File: src/swl_pkg.sv
// Shared constants and carrier types for the switch bus lock controller
package swl_pkg;

    // ==========================================================
    // Port numbering
    localparam int              NPORT   = 6;
    localparam int              PW      = 3;
    localparam logic [PW-1:0]   UP_PORT = 3'h0;

    // ==========================================================
    // Switch status word layout and reset value
    localparam int              STS_W        = 8;
    localparam int              STS_LOCK_BIT = 0;
    localparam int              STS_DNLK_BIT = 1;
    localparam int              STS_PORT_LSB = 2;
    localparam logic [STS_W-1:0] STS_RST     = 8'h00;
    localparam logic [PW-1:0]   PORT_RST     = 3'h0;

    // ==========================================================
    // Request and completion kinds
    typedef enum logic [1:0] {
        SWL_REQ_MWR,
        SWL_REQ_RDLK,
        SWL_REQ_UNLOCK,
        SWL_REQ_OTHER
    } swl_req_e;

    typedef enum logic [1:0] {
        SWL_CPL_DLK,
        SWL_CPL_LK,
        SWL_CPL_OTHER
    } swl_cpl_e;

    // ==========================================================
    // Carriers
    typedef struct packed {
        logic           valid;
        swl_req_e       kind;
        logic [PW-1:0]  port;
    } swl_up_req_s;

    typedef struct packed {
        logic           valid;
        swl_cpl_e       kind;
        logic [PW-1:0]  port;
    } swl_dn_cpl_s;

    typedef struct packed {
        logic           rdlk;
        logic           cpl;
        logic           cpl_ok;
        logic           unlock;
        logic [PW-1:0]  port;
    } swl_fwd_s;

endpackage
File: src/swl_blk_map.sv
// Destination blocking map derived from the lock state
`timescale 1ns/10ps
module swl_blk_map (
    // Lock state
    input  wire logic                       dn_locked_i,
    input  wire logic                       up_locked_i,
    input  wire logic [swl_pkg::PW-1:0]     port_i,
    // Blocking map
    output logic [swl_pkg::NPORT-1:0]       to_dn_o,
    output logic                            to_up_o
);

    // Only the locked downstream port is a blocked destination
    genvar g;
    generate
        for (g = 0; g < swl_pkg::NPORT; g = g + 1) begin : g_dst
            assign to_dn_o[g] = dn_locked_i && (g != 0) &&
                                (port_i == swl_pkg::PW'(g));
        end
    endgenerate

    // Upstream is blocked only once the whole switch is locked
    assign to_up_o = up_locked_i;

endmodule

File: src/swl_drain.sv
// Posted-queue drain detector for one selected port
`timescale 1ns/10ps
module swl_drain (
    // Selection
    input  wire logic                       wait_i,
    input  wire logic [swl_pkg::PW-1:0]     port_i,
    // Queue state
    input  wire logic [swl_pkg::NPORT-1:0]  empty_i,
    // Result
    output logic                            done_o
);

    // Drained once the selected posted queue reports empty
    function automatic logic sel_bit(input logic [swl_pkg::NPORT-1:0] v,
                                     input logic [swl_pkg::PW-1:0] p);
        sel_bit = v[p];
    endfunction

    // Only meaningful while the controller waits
    always_comb begin
        done_o = wait_i && sel_bit(empty_i, port_i);
    end

endmodule

File: src/swl_lock_ctrl.sv
// Lock sequence controller: locked read, completion, unlock and blocking
`timescale 1ns/10ps
module swl_lock_ctrl (
    // Clock, reset, enable
    input  wire logic                       clk_i,
    input  wire logic                       rst_n_i,
    input  wire logic                       ce_i,
    // Requests arriving on the upstream port
    input  wire swl_pkg::swl_up_req_s       up_req_i,
    output logic                            up_take_o,
    // Locked completions from downstream ports
    input  wire swl_pkg::swl_dn_cpl_s       dn_cpl_i,
    output logic                            dn_take_o,
    // Posted queue state, one bit per port
    input  wire logic [swl_pkg::NPORT-1:0]  up_to_dn_empty_i,
    input  wire logic [swl_pkg::NPORT-1:0]  dn_to_up_empty_i,
    // Forwarding strobes
    output swl_pkg::swl_fwd_s               fwd_o,
    // Blocking map for sources other than root and locked port
    output logic [swl_pkg::NPORT-1:0]       blk_to_dn_o,
    output logic                            blk_to_up_o,
    // Status word for the SMBus slave
    output logic [swl_pkg::STS_W-1:0]       switch_status_reg_o
);

    // ==========================================================
    // Sequence state
    typedef enum logic [2:0] {
        SWL_IDLE,
        SWL_RD_DRAIN,
        SWL_LOCKED,
        SWL_CPL_DRAIN,
        SWL_UNL_DRAIN
    } swl_state_e;

    swl_state_e                 state;
    swl_state_e                 next_state;
    logic                       dn_locked;
    logic                       next_dn_locked;
    logic                       up_locked;
    logic                       next_up_locked;
    logic [swl_pkg::PW-1:0]     lock_port;
    logic [swl_pkg::PW-1:0]     next_lock_port;
    logic                       cpl_ok;
    logic                       next_cpl_ok;
    logic                       next_up_take;
    logic                       next_dn_take;
    swl_pkg::swl_fwd_s          next_fwd;
    logic [swl_pkg::NPORT-1:0]  drain_vec;
    logic                       drain_wait;
    logic                       drain_done;
    logic [swl_pkg::NPORT-1:0]  map_dn;
    logic                       map_up;
    logic [swl_pkg::STS_W-1:0]  next_status;
    logic                       req_new;
    logic                       cpl_new;

    // ==========================================================
    // Drain watch: which posted queue matters depends on the step
    always_comb begin
        drain_vec  = up_to_dn_empty_i;
        drain_wait = (state == SWL_RD_DRAIN) || (state == SWL_UNL_DRAIN);
        if (state == SWL_CPL_DRAIN) begin
            drain_vec  = dn_to_up_empty_i;
            drain_wait = 1'b1;
        end
    end

    swl_drain u_drain (
        .wait_i  (drain_wait),
        .port_i  (lock_port),
        .empty_i (drain_vec),
        .done_o  (drain_done)
    );

    // ==========================================================
    // Blocking map from the registered lock state
    swl_blk_map u_blk_map (
        .dn_locked_i (dn_locked),
        .up_locked_i (up_locked),
        .port_i      (lock_port),
        .to_dn_o     (map_dn),
        .to_up_o     (map_up)
    );

    // A taken request stays on the inputs for one more edge; ignore it there
    assign req_new = up_req_i.valid && !up_take_o;
    assign cpl_new = dn_cpl_i.valid && !dn_take_o;

    // ==========================================================
    // Sequence next-state logic
    always_comb begin
        next_state     = state;
        next_dn_locked = dn_locked;
        next_up_locked = up_locked;
        next_lock_port = lock_port;
        next_cpl_ok    = cpl_ok;
        next_up_take   = 1'b0;
        next_dn_take   = 1'b0;
        next_fwd       = '0;
        next_fwd.port  = lock_port;
        unique case (state)
            SWL_IDLE: begin
                // Stray completions are not ours while nothing is locked
                next_dn_take = cpl_new;
                if (req_new) begin
                    next_up_take = 1'b1;
                    if (up_req_i.kind == swl_pkg::SWL_REQ_RDLK &&
                        up_req_i.port != swl_pkg::UP_PORT) begin
                        next_lock_port = up_req_i.port;
                        next_state     = SWL_RD_DRAIN;
                    end
                end
            end
            SWL_RD_DRAIN: begin
                if (drain_done) begin
                    next_fwd.rdlk  = 1'b1;
                    next_dn_locked = 1'b1;
                    next_state     = SWL_LOCKED;
                end
            end
            SWL_LOCKED: begin
                // Completions first: the endpoint answers what was sent
                if (cpl_new) begin
                    next_dn_take = 1'b1;
                    if (dn_cpl_i.port == lock_port &&
                        dn_cpl_i.kind != swl_pkg::SWL_CPL_OTHER) begin
                        next_cpl_ok = (dn_cpl_i.kind == swl_pkg::SWL_CPL_DLK);
                        next_state  = SWL_CPL_DRAIN;
                    end
                end else if (req_new) begin
                    next_up_take = 1'b1;
                    unique case (up_req_i.kind)
                        swl_pkg::SWL_REQ_RDLK: begin
                            // Only the locked port is legal here
                            if (up_req_i.port == lock_port) begin
                                next_state = SWL_RD_DRAIN;
                            end
                        end
                        swl_pkg::SWL_REQ_UNLOCK: begin
                            next_state = SWL_UNL_DRAIN;
                        end
                        default: begin
                            // Writes pass through; other kinds are illegal
                            next_state = SWL_LOCKED;
                        end
                    endcase
                end
            end
            SWL_CPL_DRAIN: begin
                if (drain_done) begin
                    next_fwd.cpl    = 1'b1;
                    next_fwd.cpl_ok = cpl_ok;
                    // A failed first attempt also holds upstream until Unlock
                    next_up_locked  = 1'b1;
                    next_state      = SWL_LOCKED;
                end
            end
            SWL_UNL_DRAIN: begin
                if (drain_done) begin
                    next_fwd.unlock = 1'b1;
                    next_dn_locked  = 1'b0;
                    next_up_locked  = 1'b0;
                    next_cpl_ok     = 1'b0;
                    next_state      = SWL_IDLE;
                end
            end
            default: begin
                next_state = SWL_IDLE;
            end
        endcase
    end

    // Sequence registers
    always_ff @(posedge clk_i) begin
        if (!rst_n_i) begin
            state     <= SWL_IDLE;
            dn_locked <= 1'b0;
            up_locked <= 1'b0;
            lock_port <= swl_pkg::PORT_RST;
            cpl_ok    <= 1'b0;
            up_take_o <= 1'b0;
            dn_take_o <= 1'b0;
            fwd_o     <= '0;
        end else if (ce_i) begin
            state     <= next_state;
            dn_locked <= next_dn_locked;
            up_locked <= next_up_locked;
            lock_port <= next_lock_port;
            cpl_ok    <= next_cpl_ok;
            up_take_o <= next_up_take;
            dn_take_o <= next_dn_take;
            fwd_o     <= next_fwd;
        end
    end

    // ==========================================================
    // Status word; read by the SMBus slave, which never waits on the lock
    always_comb begin
        next_status = '0;
        next_status[swl_pkg::STS_LOCK_BIT] = up_locked;
        next_status[swl_pkg::STS_DNLK_BIT] = dn_locked;
        next_status[swl_pkg::STS_PORT_LSB +: swl_pkg::PW] = lock_port;
    end

    // Blocking outputs; held traffic waits in its own queue, never dropped
    always_ff @(posedge clk_i) begin
        if (!rst_n_i) begin
            blk_to_dn_o         <= '0;
            blk_to_up_o         <= 1'b0;
            switch_status_reg_o <= swl_pkg::STS_RST;
        end else if (ce_i) begin
            blk_to_dn_o         <= map_dn;
            blk_to_up_o         <= map_up;
            switch_status_reg_o <= next_status;
        end
    end

    // ==========================================================
    // Checks
    chk_port_stable: assert property (@(posedge clk_i) disable iff (!rst_n_i)
        (dn_locked && $past(dn_locked)) |-> $stable(lock_port))
        else $error("locked port changed during lock");

    chk_rd_after_drain: assert property (@(posedge clk_i) disable iff (!rst_n_i)
        (ce_i && state == SWL_RD_DRAIN && !up_to_dn_empty_i[lock_port]) |=> !fwd_o.rdlk)
        else $error("locked read sent before posted drain");

    chk_rd_locks_port: assert property (@(posedge clk_i) disable iff (!rst_n_i)
        fwd_o.rdlk |-> (dn_locked && state == SWL_LOCKED))
        else $error("locked read forwarded without port lock");

    chk_cpl_locks_up: assert property (@(posedge clk_i) disable iff (!rst_n_i)
        fwd_o.cpl |-> up_locked)
        else $error("completion forwarded without upstream lock");

    chk_cpl_drain: assert property (@(posedge clk_i) disable iff (!rst_n_i)
        (ce_i && state == SWL_CPL_DRAIN && !dn_to_up_empty_i[lock_port]) |=> !fwd_o.cpl)
        else $error("completion sent before posted drain");

    chk_blk_up_on: assert property (@(posedge clk_i) disable iff (!rst_n_i)
        (ce_i && up_locked) |=> blk_to_up_o)
        else $error("upstream not blocked in full lock");

    chk_dn_only_free: assert property (@(posedge clk_i) disable iff (!rst_n_i)
        (ce_i && dn_locked && !up_locked) |=> (!blk_to_up_o && $onehot(blk_to_dn_o)))
        else $error("wrong blocking with only downstream lock");

    chk_unlock_clear: assert property (@(posedge clk_i) disable iff (!rst_n_i)
        fwd_o.unlock |-> (!dn_locked && !up_locked && state == SWL_IDLE))
        else $error("unlock forwarded but lock kept");

    chk_unl_drain: assert property (@(posedge clk_i) disable iff (!rst_n_i)
        (ce_i && state == SWL_UNL_DRAIN && !up_to_dn_empty_i[lock_port]) |=> dn_locked)
        else $error("lock released before posted drain");

    chk_cpl_keeps: assert property (@(posedge clk_i) disable iff (!rst_n_i)
        (up_locked && !fwd_o.unlock) |=> (up_locked || $past(state) == SWL_UNL_DRAIN))
        else $error("lock lost without unlock");

    chk_status_bit: assert property (@(posedge clk_i) disable iff (!rst_n_i)
        (ce_i && up_locked) |=> switch_status_reg_o[swl_pkg::STS_LOCK_BIT])
        else $error("status bit misses lock");

    chk_blk_held: assert property (@(posedge clk_i) disable iff (!rst_n_i)
        (ce_i && dn_locked && state != SWL_UNL_DRAIN) |=> blk_to_dn_o[lock_port])
        else $error("locked port not held");

    // Invariants of the lock state, the forwarding strobes, the status word and the completion take
    chk_fwd_onehot: assert property (@(posedge clk_i) disable iff (!rst_n_i)
        $onehot0({fwd_o.rdlk, fwd_o.cpl, fwd_o.unlock}))
        else $error("two forwarding strobes at once");

    chk_idle_no_lock: assert property (@(posedge clk_i) disable iff (!rst_n_i)
        (state == SWL_IDLE) |-> (!dn_locked && !up_locked))
        else $error("lock held while idle");

    chk_up_needs_dn: assert property (@(posedge clk_i) disable iff (!rst_n_i)
        up_locked |-> dn_locked)
        else $error("upstream locked without downstream lock");

    chk_mwr_keeps: assert property (@(posedge clk_i) disable iff (!rst_n_i)
        (ce_i && state == SWL_LOCKED && !cpl_new && req_new &&
         up_req_i.kind == swl_pkg::SWL_REQ_MWR) |=>
        (state == SWL_LOCKED && $stable(up_locked)))
        else $error("memory write changed lock state");

    chk_lk_keeps: assert property (@(posedge clk_i) disable iff (!rst_n_i)
        (ce_i && state == SWL_LOCKED && cpl_new && up_locked &&
         dn_cpl_i.kind == swl_pkg::SWL_CPL_LK) |=> (up_locked && dn_locked))
        else $error("completion without data released the lock");

    chk_fwd_port: assert property (@(posedge clk_i) disable iff (!rst_n_i)
        (fwd_o.rdlk || fwd_o.cpl || fwd_o.unlock) |-> (fwd_o.port == lock_port))
        else $error("forwarded to a port other than the locked one");

    chk_free_no_block: assert property (@(posedge clk_i) disable iff (!rst_n_i)
        (ce_i && !dn_locked) |=> (blk_to_dn_o == '0 && !blk_to_up_o))
        else $error("traffic blocked with no lock held");

    chk_status_port: assert property (@(posedge clk_i) disable iff (!rst_n_i)
        ce_i |=> (switch_status_reg_o[swl_pkg::STS_PORT_LSB +: swl_pkg::PW] ==
                  $past(lock_port)))
        else $error("status word misses the locked port");

    chk_cpl_take_once: assert property (@(posedge clk_i) disable iff (!rst_n_i)
        (ce_i && dn_take_o) |=> !dn_take_o)
        else $error("completion taken twice");

endmodule

File: config.mk
export PLATFORM = sky130hd
export DESIGN_NAME = swl_lock_ctrl
export DESIGN_NICKNAME = d
export VERILOG_FILES = /design/src/swl_pkg.sv /design/src/swl_blk_map.sv /design/src/swl_drain.sv /design/src/swl_lock_ctrl.sv
export SDC_FILE = /design/constraint.sdc
export NUM_CORES = 1
export LEC_CHECK = 0
export CORE_ASPECT_RATIO = 1.4
export CORE_UTILIZATION = 35
export CTS_CLUSTER_SIZE = 14
export DETAILED_ROUTE_END_ITERATION = 8
export DONT_BUFFER_PORTS = 1
export GPL_TIMING_DRIVEN = 0
export PLACE_DENSITY_LB_ADDON = 0.15
export SYNTH_ARGS = -nofsm -noshare
export SYNTH_HDL_FRONTEND = slang
export SYNTH_SLANG_ARGS = --single-unit
File: constraint.sdc
create_clock -name clk_i -period 4.3 [get_ports clk_i]
set_input_delay 0.215 -clock clk_i [delete_from_list [all_inputs] [get_ports clk_i]]
set_output_delay 0.215 -clock clk_i [all_outputs]
set_load 0.02 [all_outputs]
==> results of run 1 <==
-- area by class of cell --
class,count,share of cell area
Tap cell,43,0.0338
Inverter,7,0.0165
Sequential cell,25,0.314
Buffer,19,0.0746
Clock buffer,3,0.0259
Clock inverter,1,0.00314
Multi-Input combinational cell,125,0.532
-- layer usage --
layer,GRT usage,share of wire,vias to the layer above
li1,-,-,613
met1,0.183,0.43,571
met2,0.280,0.49,45
met3,0.0342,0.070,6
met4,0.0585,0.014,0
met5,0,0,-
-- cell usage in the layout (no fill, tap or decap), types with 4 or more instances in the layout --
master | synthesis | layout
a21oi_1 | 10 | 10
buf_4 | 8 | 8
clkbuf_1 | 7 | 7
conb_1 | 1 | 4
dfxtp_1 | 25 | 25
mux2i_1 | 16 | 16
nand2_1 | 9 | 9
nand2b_1 | 9 | 9
nand3_1 | 8 | 8
nand3b_1 | 5 | 5
nand4_1 | 4 | 4
nor2_1 | 13 | 13
nor2b_1 | 5 | 5
nor3_1 | 5 | 5
-- final timing paths --
path	start	to	slack [ps]	cells after the start
max	state[2]	up_locked	2150	8
min	up_req_i[2]	lock_port[2]	100	2
max reg2reg	state[2]	up_locked	2150	8
min reg2reg	cpl_ok	fwd_o[4]	480	2
-- where the power goes --
part | total [mW] | switching, mW | internal [mW]
Clock | 0.138 | 0.0729 | 0.0647
Combinational | 0.0479 | 0.0276 | 0.0203
Sequential | 0.238 | 0.00454 | 0.234
-- through the flow --
step	hold WS [ps]	area, um^2	setup WS (ps)	power (mW)
after floorplan	362	1490	2350	0.283
after CTS	101	1590	2140	0.427
after detailed placement	380	1550	2190	0.291
after global placement	373	1550	2210	0.291
final	101	1590	2150	0.424
after global routing	110	1590	1970	0.442
-- worst max-delay path, stage by stage, from the launching register on --
cell	delay, ps
dfxtp_1	330
buf_6	130
and3b_1	190
buf_6	140
a22o_1	210
a221o_1	330
a211oi_2	420
and3_1	240
nor3_1	60
-- sequential cells by signal (all words and copies together) (netlist names), 2 cells and up --
register             cells
fwd_o                    7
blk_to_dn_o              5
lock_port                3
state                    3
switch_status_reg_o      2
-- kinds of logic (layout without fill, tap and decap cells) --
| group | Yosys count | count (layout) | synth area share |
|---|---|---|---|
| other | 1 | 4 | 0.00253 |
| DFF | 25 | 25 | 0.338 |
| muxes | 17 | 17 | 0.123 |
| buffers and inverters | 26 | 30 | 0.0979 |
| adders and majority gates | 2 | 2 | 0.0169 |
| xor gates and xnor gates | 6 | 6 | 0.0354 |
| AOI/OAI and AO/OA | 26 | 26 | 0.122 |
| and+or+nand+nor | 70 | 70 | 0.264 |
==> flow_summary.json, run 1 <==
{
  "setup.worst_path.end_class": "flop",
  "port_buffers": 0,
  "yosys-top-cells-count": "dfxtp_1, mux2i_1, nor2_1",
  "grt_antenna_before_repair": 0,
  "num_vias": 1235,
  "areaGrowthSynthToFinish_pct": 7.51,
  "multi_input_comb_area_um2": 848,
  "area.sequential_um2": 500,
  "power.static_leakage_nw": 0.618,
  "post_route_setup_tns_ps": 0,
  "worstMarginPinSlew_ps": 524,
  "firstDrtPassIters": 6,
  "final-setup-viol-count": 0,
  "grt_pass1_wl_mm": 5.63,
  "dp_hpwl_mm": 2.63,
  "globalRouteTotalUtil": 0.158,
  "route.antenna.remaining_nets": 0,
  "start_util": 0.372,
  "core_area_mm2": 0.00399,
  "crit_required_ps": 4450,
  "gate_count_after_technology_mapping": 173,
  "cts-buffers-inserted": 3,
  "final-max-slew-violation-count": 0,
  "synth.yosys.seq_area_share": 0.338,
  "die_height_um": 79.0,
  "die_w_um": 57.0,
  "critPathLaunchType": "flop",
  "synth_edf_count": 0,
  "synthesis.area_per_instance_um2": 8.57,
  "grt-ovfl-total": 0,
  "post_synthesis_instance_area_mm2": 0.00148,
  "setup_repair_after_global_routing_missed_its_margin": "no",
  "clock_tree.root_cell": "clkbuf_8",
  "worst_slew_margin_rel": 0.651,
  "netlist_top_cells_area": "dfxtp_1, mux2i_1, buf_4, nand2b_1, a21oi_1",
  "crit_arrival_ps": 2300,
  "finalNetCount": 210,
  "cell_taking_the_most_area_after_synthesis": "dfxtp_1",
  "num_rows": 27,
  "totalWireLength_mm": 3.32,
  "cts_buffer_depth": 2,
  "drc_errors": 6,
  "ys.flop_type": "dfxtp_1",
  "synth_top_area_frac": 0.338,
  "fraction_of_the_cycle_the_final_worst_path_needs": 0.500,
  "grt_start_max_net_pins": 15,
  "grt_pass1_vias": 1237,
  "finish.cell_count_without_fillers": 223,
  "layout_fillers": 404,
  "crit_type": "flop to flop",
  "drive_above_1_share": 0.139,
  "clkTransAtPathRegs_ps": 90,
  "boundaryPins": 51,
  "critPathMaxFanout": 10,
  "cts-resized-gates": 0,
  "routed_wire_length_per_instance_um": 14.9,
  "detail_route.iter0.violations": 34,
  "ys_async_sr_fraction": 0,
  "place.gp.congestion": 0.848,
  "synthesis.yosys.warnings": 0,
  "min_period_ps": 2150,
  "max_cap_violations": 0,
  "yosys.cell_types.count": 47,
  "numPlacedInstances": 219,
  "status": "finished, violations left",
  "skew_final_ps": 4.46,
  "cts.sink_count": 25,
  "worst_ir_drop_vdd_v": 0.0000987,
  "cts.hold.buffers_added": 0,
  "failed_checks": "design-rule violations",
  "final_core_utilization": 0.400,
  "cts_post_setup_buffers_inserted": 0,
  "cellPowerDensity_mw_per_mm2": 266,
  "timing.final.hold_violations": 0,
  "worstHoldPathType": "input pin to flop",
  "tritoncts_clock_tree": "built",
  "ys_seq_elements": 25,
  "cell_with_the_most_instances_after_synthesis": "dfxtp_1",
  "die-area_mm2": 0.00450,
  "antenna_cells": 0,
  "clkLatencyLatePin_ps": 270,
  "vias_per_cell": 5.54,
  "achievable-frequency_mhz": 465,
  "htreeDepth": 1
}
Note: power is estimated with default switching activity, not from simulation.
==> run 2: changes to the inputs <==
==> constraint.sdc (replaced) <==
create_clock -name clk_i -period 1.7 [get_ports clk_i]
set_input_delay 0.085 -clock clk_i [delete_from_list [all_inputs] [get_ports clk_i]]
set_output_delay 0.085 -clock clk_i [all_outputs]
set_load 0.02 [all_outputs]
==> run 2 against run 1 <==
  * The flow finishes with violations (design-rule violations, negative setup slack)
  * Die area stayed put
  * Sequential share of layout area is 1.3 points lower
  * Final area is 6.8% higher
  * Via count is 1.5% higher
  * Critical path depth is 1 lower
  * Clock skew is 1.6 ps lower
  * Critical endpoint is now fwd_o[3]
==> flow_summary.json, run 2 (synthesized netlist as in run 1, its figures left out) <==
{
  "status": "finished, violations left",
  "failed_checks": "design-rule violations, negative setup slack",
  "worstHoldPathCells": 2,
  "grt-ovfl-total": 0,
  "globalRouteTotalUtil": 0.170,
  "die-area_mm2": 0.00450,
  "dp_hpwl_mm": 2.68,
  "final-setup-viol-count": 10,
  "switching_share": 0.253,
  "die_w_um": 57.0,
  "grt_pass1_wl_mm": 6.02,
  "achievable-frequency_mhz": 507,
  "worst_ir_drop_vdd_v": 0.000255,
  "route.antenna.remaining_nets": 0,
  "vias_per_cell": 5.50,
  "share_seq_of_total_power": 0.553,
  "port_buffers": 0,
  "start_util": 0.372,
  "cts_buffer_depth": 2,
  "timing.final.hold_violations": 0,
  "max_cap_violations": 0,
  "min_period_ps": 1970,
  "crit_type": "flop to flop",
  "skew_final_ps": 2.88,
  "critPathMaxFanout": 5,
  "combinationalPowerShare": 0.124,
  "fin_area_mm2": 0.00170,
  "drive_above_1_share": 0.205,
  "finalNetCount": 215,
  "post_dp_cell_area_mm2": 0.00155,
  "boundaryPins": 51,
  "fraction_of_the_cycle_the_final_worst_path_needs": 1.16,
  "post_route_setup_tns_ps": -2130,
  "tritoncts_clock_tree": "built",
  "cellPowerDensity_mw_per_mm2": 639,
  "place.gp.congestion": 0.827,
  "critPathLaunchType": "flop",
  "worstHoldPathType": "input pin to flop",
  "num_vias": 1254,
  "internal_pwr_total_mw": 0.813,
  "grt_antenna_before_repair": 0,
  "mostFrequentLayoutCell": "dfxtp_1",
  "setup.reg_to_reg.worst_slack_ps": -270,
  "setup_repair_after_global_routing_missed_its_margin": "yes",
  "crit-reg2reg-capture": "fwd_o[3]",
  "detail_route.iter0.violations": 26,
  "cts-buffers-inserted": 3,
  "net-switching-power_mw": 0.276,
  "areaGrowthSynthToFinish_pct": 14.9,
  "die_height_um": 79.0,
  "totalWireLength_mm": 3.49,
  "htreeDepth": 1,
  "biggestRegsByFlops": "fwd_o (7), blk_to_dn_o (5)",
  "clkLatencyLatePin_ps": 270,
  "routed_wire_length_per_instance_um": 15.3,
  "final-max-slew-violation-count": 0,
  "crit_arrival_ps": 2140,
  "clkTransAtPathRegs_ps": 90,
  "worstRegToRegCells": 7,
  "largest_register_ffs": 7,
  "num_rows": 27,
  "worstHoldEndpoint": "blk_to_dn_o[3]",
  "firstDrtPassIters": 6,
  "register_name_with_the_most_flops": "fwd_o",
  "core_area_mm2": 0.00399,
  "crit_required_ps": 1870,
  "clock_tree.root_cell": "clkbuf_8",
  "part_of_the_total_power_dissipated_in_the_clock_network": 0.323,
  "hold_path_startpoint": "rst_n_i",
  "antenna_cells": 0,
  "grt_start_max_net_pins": 15,
  "critical_path.reg2reg.startpoint": "state[2]",
  "layout.cells.most_common_list": "dfxtp_1, mux2i_1, nor2_1, buf_4, a21oi_1",
  "fin_ws_ps": -274,
  "grt_pass1_vias": 1302,
  "cts.sink_count": 25,
  "drc_errors": 6,
  "setup.worst_path.end_class": "flop",
  "power.static_leakage_nw": 0.662
}
-- run 2: cell types whose count changed in the layout (fill, tap and decap cells not counted), sizes merged --
cell and change:
clkbuf -1, dlygate4sd3 +4, buf +2
-- run 2: layout make-up --
cell class | count | area, um^2
Fill cell | 427 | 2280
Buffer | 16 | 103
Inverter | 7 | 26.3
Clock buffer | 3 | 41.3
Clock inverter | 1 | 5.00
Tap cell | 43 | 53.8
Timing Repair Buffer | 8 | 70.1
Sequential cell | 25 | 513
Multi-Input combinational cell | 125 | 891
-- run 2: how the worst max path moves through the flow --
stage / end / slack [ps] / startpoint / depth (start not counted)
finish: fwd_o[3] / -270 / state[2] / 7
global route: fwd_o[3] / -320 / state[2] / 7
detailed placement: up_locked / -420 / state[2] / 8
floorplan: fwd_o[3] / -250 / state[2] / 8
global placement: up_locked / -410 / state[2] / 8
CTS: fwd_o[3] / -280 / state[2] / 7
-- run 2: what timing repair did --
item / CTS / global route
pin swaps: 5 / 3
endpoints found under the hold margin: 6 / 0
resized for setup: 12 / 4
setup endpoints to repair: 10 / 11
hold buffers: 4 / 0
buffers inserted: 4 / 0
-- run 2: layer usage --
layer	part of all wire	wire length, um	up-vias	global-route usage
met1	0.41	1420	579	0.200
met5	0	0	-	0
met3	0.071	246	12	0.0391
li1	-	-	619	-
met2	0.49	1720	44	0.291
met4	0.027	94	0	0.0756
-- run 2: power by group through the flow --
stage	sequential, mW	clock (mW)	combinational [mW]
final	0.602	0.351	0.135
after global routing	0.604	0.386	0.150
after CTS	0.601	0.365	0.136
after detailed placement	0.617	0	0.120
after global placement	0.617	0	0.120
after floorplan	0.615	0	0.100
-- run 2: per-stage QoR --
stage / setup slack (ps) / cells / hold slack [ps] / power (mW) / util
floorplan: -250 / 176 / 232 / 0.715 / -
global placement: -410 / 219 / 244 / 0.736 / 0.388
detailed placement: -418 / 219 / 256 / 0.737 / 0.388
CTS: -284 / 229 / 73.5 / 1.10 / 0.425
global route: -317 / 228 / 83.4 / 1.14 / 0.427
finish: -274 / 228 / 76.5 / 1.09 / 0.427
-- run 2: worst max-delay path, cell delays in order (launching register included) --
cell and delay (ps):
dfxtp_4 350, and3b_1 210, buf_6 120, mux4_2 520, o211ai_4 220, a211oi_4 80, and3_4 200, o21a_1 160
==> run 3: changes to the inputs <==
--- a/config.mk
+++ b/config.mk
@@ -5,6 +5,8 @@
 export SDC_FILE = /design/constraint.sdc
 export NUM_CORES = 1
 export LEC_CHECK = 0
+export CELL_PAD_IN_SITES_DETAIL_PLACEMENT = 1
+export CELL_PAD_IN_SITES_GLOBAL_PLACEMENT = 1
 export CORE_ASPECT_RATIO = 1.4
 export CORE_UTILIZATION = 35
 export CTS_CLUSTER_SIZE = 14
@@ -12,6 +14,7 @@
 export DONT_BUFFER_PORTS = 1
 export GPL_TIMING_DRIVEN = 0
 export PLACE_DENSITY_LB_ADDON = 0.15
+export RECOVER_POWER = 100
 export SYNTH_ARGS = -nofsm -noshare
 export SYNTH_HDL_FRONTEND = slang
 export SYNTH_SLANG_ARGS = --single-unit
==> run 3 against run 2 <==
  * The flow finishes with violations (negative setup slack)
  * Count of clock-buffer cells in the layout up 1
  * Global-route usage up 1.6 points
  * Final area down 0.66%
  * Clock power up 3%
  * Critical endpoint unchanged
  * Register-to-register slack worse by 30 ps
  * Fmax down 1.7%
==> flow_summary.json, run 3 (synthesized netlist as in run 1, its figures left out) <==
{
  "status": "finished, violations left",
  "failed_checks": "negative setup slack",
  "cts_buffer_depth": 2,
  "setup_repair_after_global_routing_missed_its_margin": "yes",
  "timing.final.hold_violations": 0,
  "combinationalPowerShare": 0.128,
  "die-area_mm2": 0.00450,
  "switching_share": 0.261,
  "tritoncts_clock_tree": "built",
  "core_area_mm2": 0.00399,
  "drc_errors": 0,
  "firstDrtPassIters": 3,
  "layout_fillers": 481,
  "clkTransAtPathRegs_ps": 90,
  "cts.sink_count": 25,
  "grt_pass1_wl_mm": 6.56,
  "achievable-frequency_mhz": 498,
  "dp_hpwl_mm": 2.93,
  "worstHoldPathType": "input pin to flop",
  "globalRouteTotalUtil": 0.186,
  "net-switching-power_mw": 0.288,
  "fin_ws_ps": -307,
  "post_route_setup_tns_ps": -2330,
  "critPathMaxFanout": 5,
  "vias_per_cell": 5.64,
  "worst_slew_margin_rel": 0.569,
  "setup.worst_path.end_class": "flop",
  "start_util": 0.372,
  "totalWireLength_mm": 3.91,
  "die_w_um": 57.0,
  "route.layer.met1.wl_mm": 1.68,
  "fraction_of_the_cycle_the_final_worst_path_needs": 1.18,
  "die_height_um": 79.0,
  "grt_antenna_before_repair": 0,
  "power.static_leakage_nw": 0.639,
  "crit_required_ps": 1860,
  "cts-buffers-inserted": 3,
  "worst_hold_slack_ps": 60.6,
  "antenna_cells": 0,
  "maxUsedRoutingLayer": "met4",
  "met3_length_um": 164,
  "critPathLaunchType": "flop",
  "routed_wire_length_per_instance_um": 17.1,
  "cellPowerDensity_mw_per_mm2": 654,
  "register_name_with_the_most_flops": "fwd_o",
  "finalNetCount": 216,
  "layout.cells.most_common_list": "dfxtp_1, mux2i_1, nor2_1",
  "report.power.total_mw": 1.11,
  "min_period_ps": 2010,
  "detail_route.iter0.violations": 19,
  "final-setup-viol-count": 10,
  "dp_slack_ps": -460,
  "areaGrowthSynthToFinish_pct": 14.1,
  "clock_tree.root_cell": "clkbuf_8",
  "grt-ovfl-total": 0,
  "num_vias": 1291,
  "skew_final_ps": 8.45,
  "clkLatencyLatePin_ps": 270,
  "share_seq_of_total_power": 0.544,
  "finish.cell_count_without_fillers": 229,
  "numPlacedInstances": 219,
  "drive_above_1_share": 0.177,
  "worst_ir_drop_vdd_v": 0.000263,
  "final-max-slew-violation-count": 0,
  "largest_register_ffs": 7,
  "worstMarginPinSlew_ps": 646,
  "boundaryPins": 51,
  "max_cap_violations": 0,
  "crit_type": "flop to flop",
  "num_rows": 27,
  "grt_start_max_net_pins": 14,
  "internal_pwr_total_mw": 0.817,
  "htreeDepth": 1,
  "grt_pass1_vias": 1414,
  "biggestRegsByFlops": "fwd_o (7), blk_to_dn_o (5)",
  "part_of_the_total_power_dissipated_in_the_clock_network": 0.328,
  "route.antenna.remaining_nets": 0,
  "crit_arrival_ps": 2170,
  "wl_met2_mm": 2.02,
  "place.gp.congestion": 0.778,
  "mostFrequentLayoutCell": "dfxtp_1",
  "port_buffers": 0
}
[run 3: what timing repair did]
item / CTS / global route
gates resized for setup: 11 / 7
hold buffers: 4 / 0
setup endpoints to repair: 10 / 12
gates cloned: 0 / 0
buffers inserted: 4 / 2
hold endpoints to repair: 6 / 0
pin swaps: 4 / 5
[run 3: worst max-delay path, cell delays in order, from the launching register on]
cell      delay [ps]
dfxtp_4          360
and3b_2          310
mux4_2           560
o211ai_4         240
a211oi_4          70
and3_4           200
o21a_1           160
[run 3: layout make-up]
class	instances	area (um^2)	area share
timing repair buffer	10	85.1	0.0503
multi-input combinational	125	893	0.528
buffer	15	75.1	0.0444
sequential	25	513	0.303
tap	43	53.8	0.0318
clock buffer	4	45.0	0.0266
inverter	7	26.3	0.0155
[run 3: path summary, 6_finish.rpt]
path	start	endpoint	slack [ps]	cells past startpoint
max	state[2]	fwd_o[3]	-310	6
max reg2reg	state[2]	fwd_o[3]	-310	6
min reg2reg	cpl_ok	fwd_o[4]	490	2
min	rst_n_i	cpl_ok	60	2
[run 3: routing by layer]
| metal | global-route usage | vias to the layer above |
|---|---|---|
| li1 | - | 618 |
| met1 | 0.223 | 636 |
| met2 | 0.340 | 33 |
| met3 | 0.0277 | 4 |
| met4 | 0.0463 | 0 |
| met5 | 0 | - |
[run 3: per-stage QoR]
| stage | cell area, um^2 | utilization |
|---|---|---|
| global route | 1690 | 0.424 |
| detailed placement | 1550 | 0.388 |
| CTS | 1690 | 0.423 |
| global placement | 1550 | 0.388 |
| floorplan | 1490 | - |
| finish | 1690 | 0.424 |
[run 3: power groups by stage]
stage	Combinational (mW)	Clock (mW)	Sequential [mW]
after global placement	0.121	0	0.616
after CTS	0.138	0.374	0.602
after global routing	0.154	0.396	0.603
final	0.142	0.363	0.601
after floorplan	0.100	0	0.615
after detailed placement	0.125	0	0.617
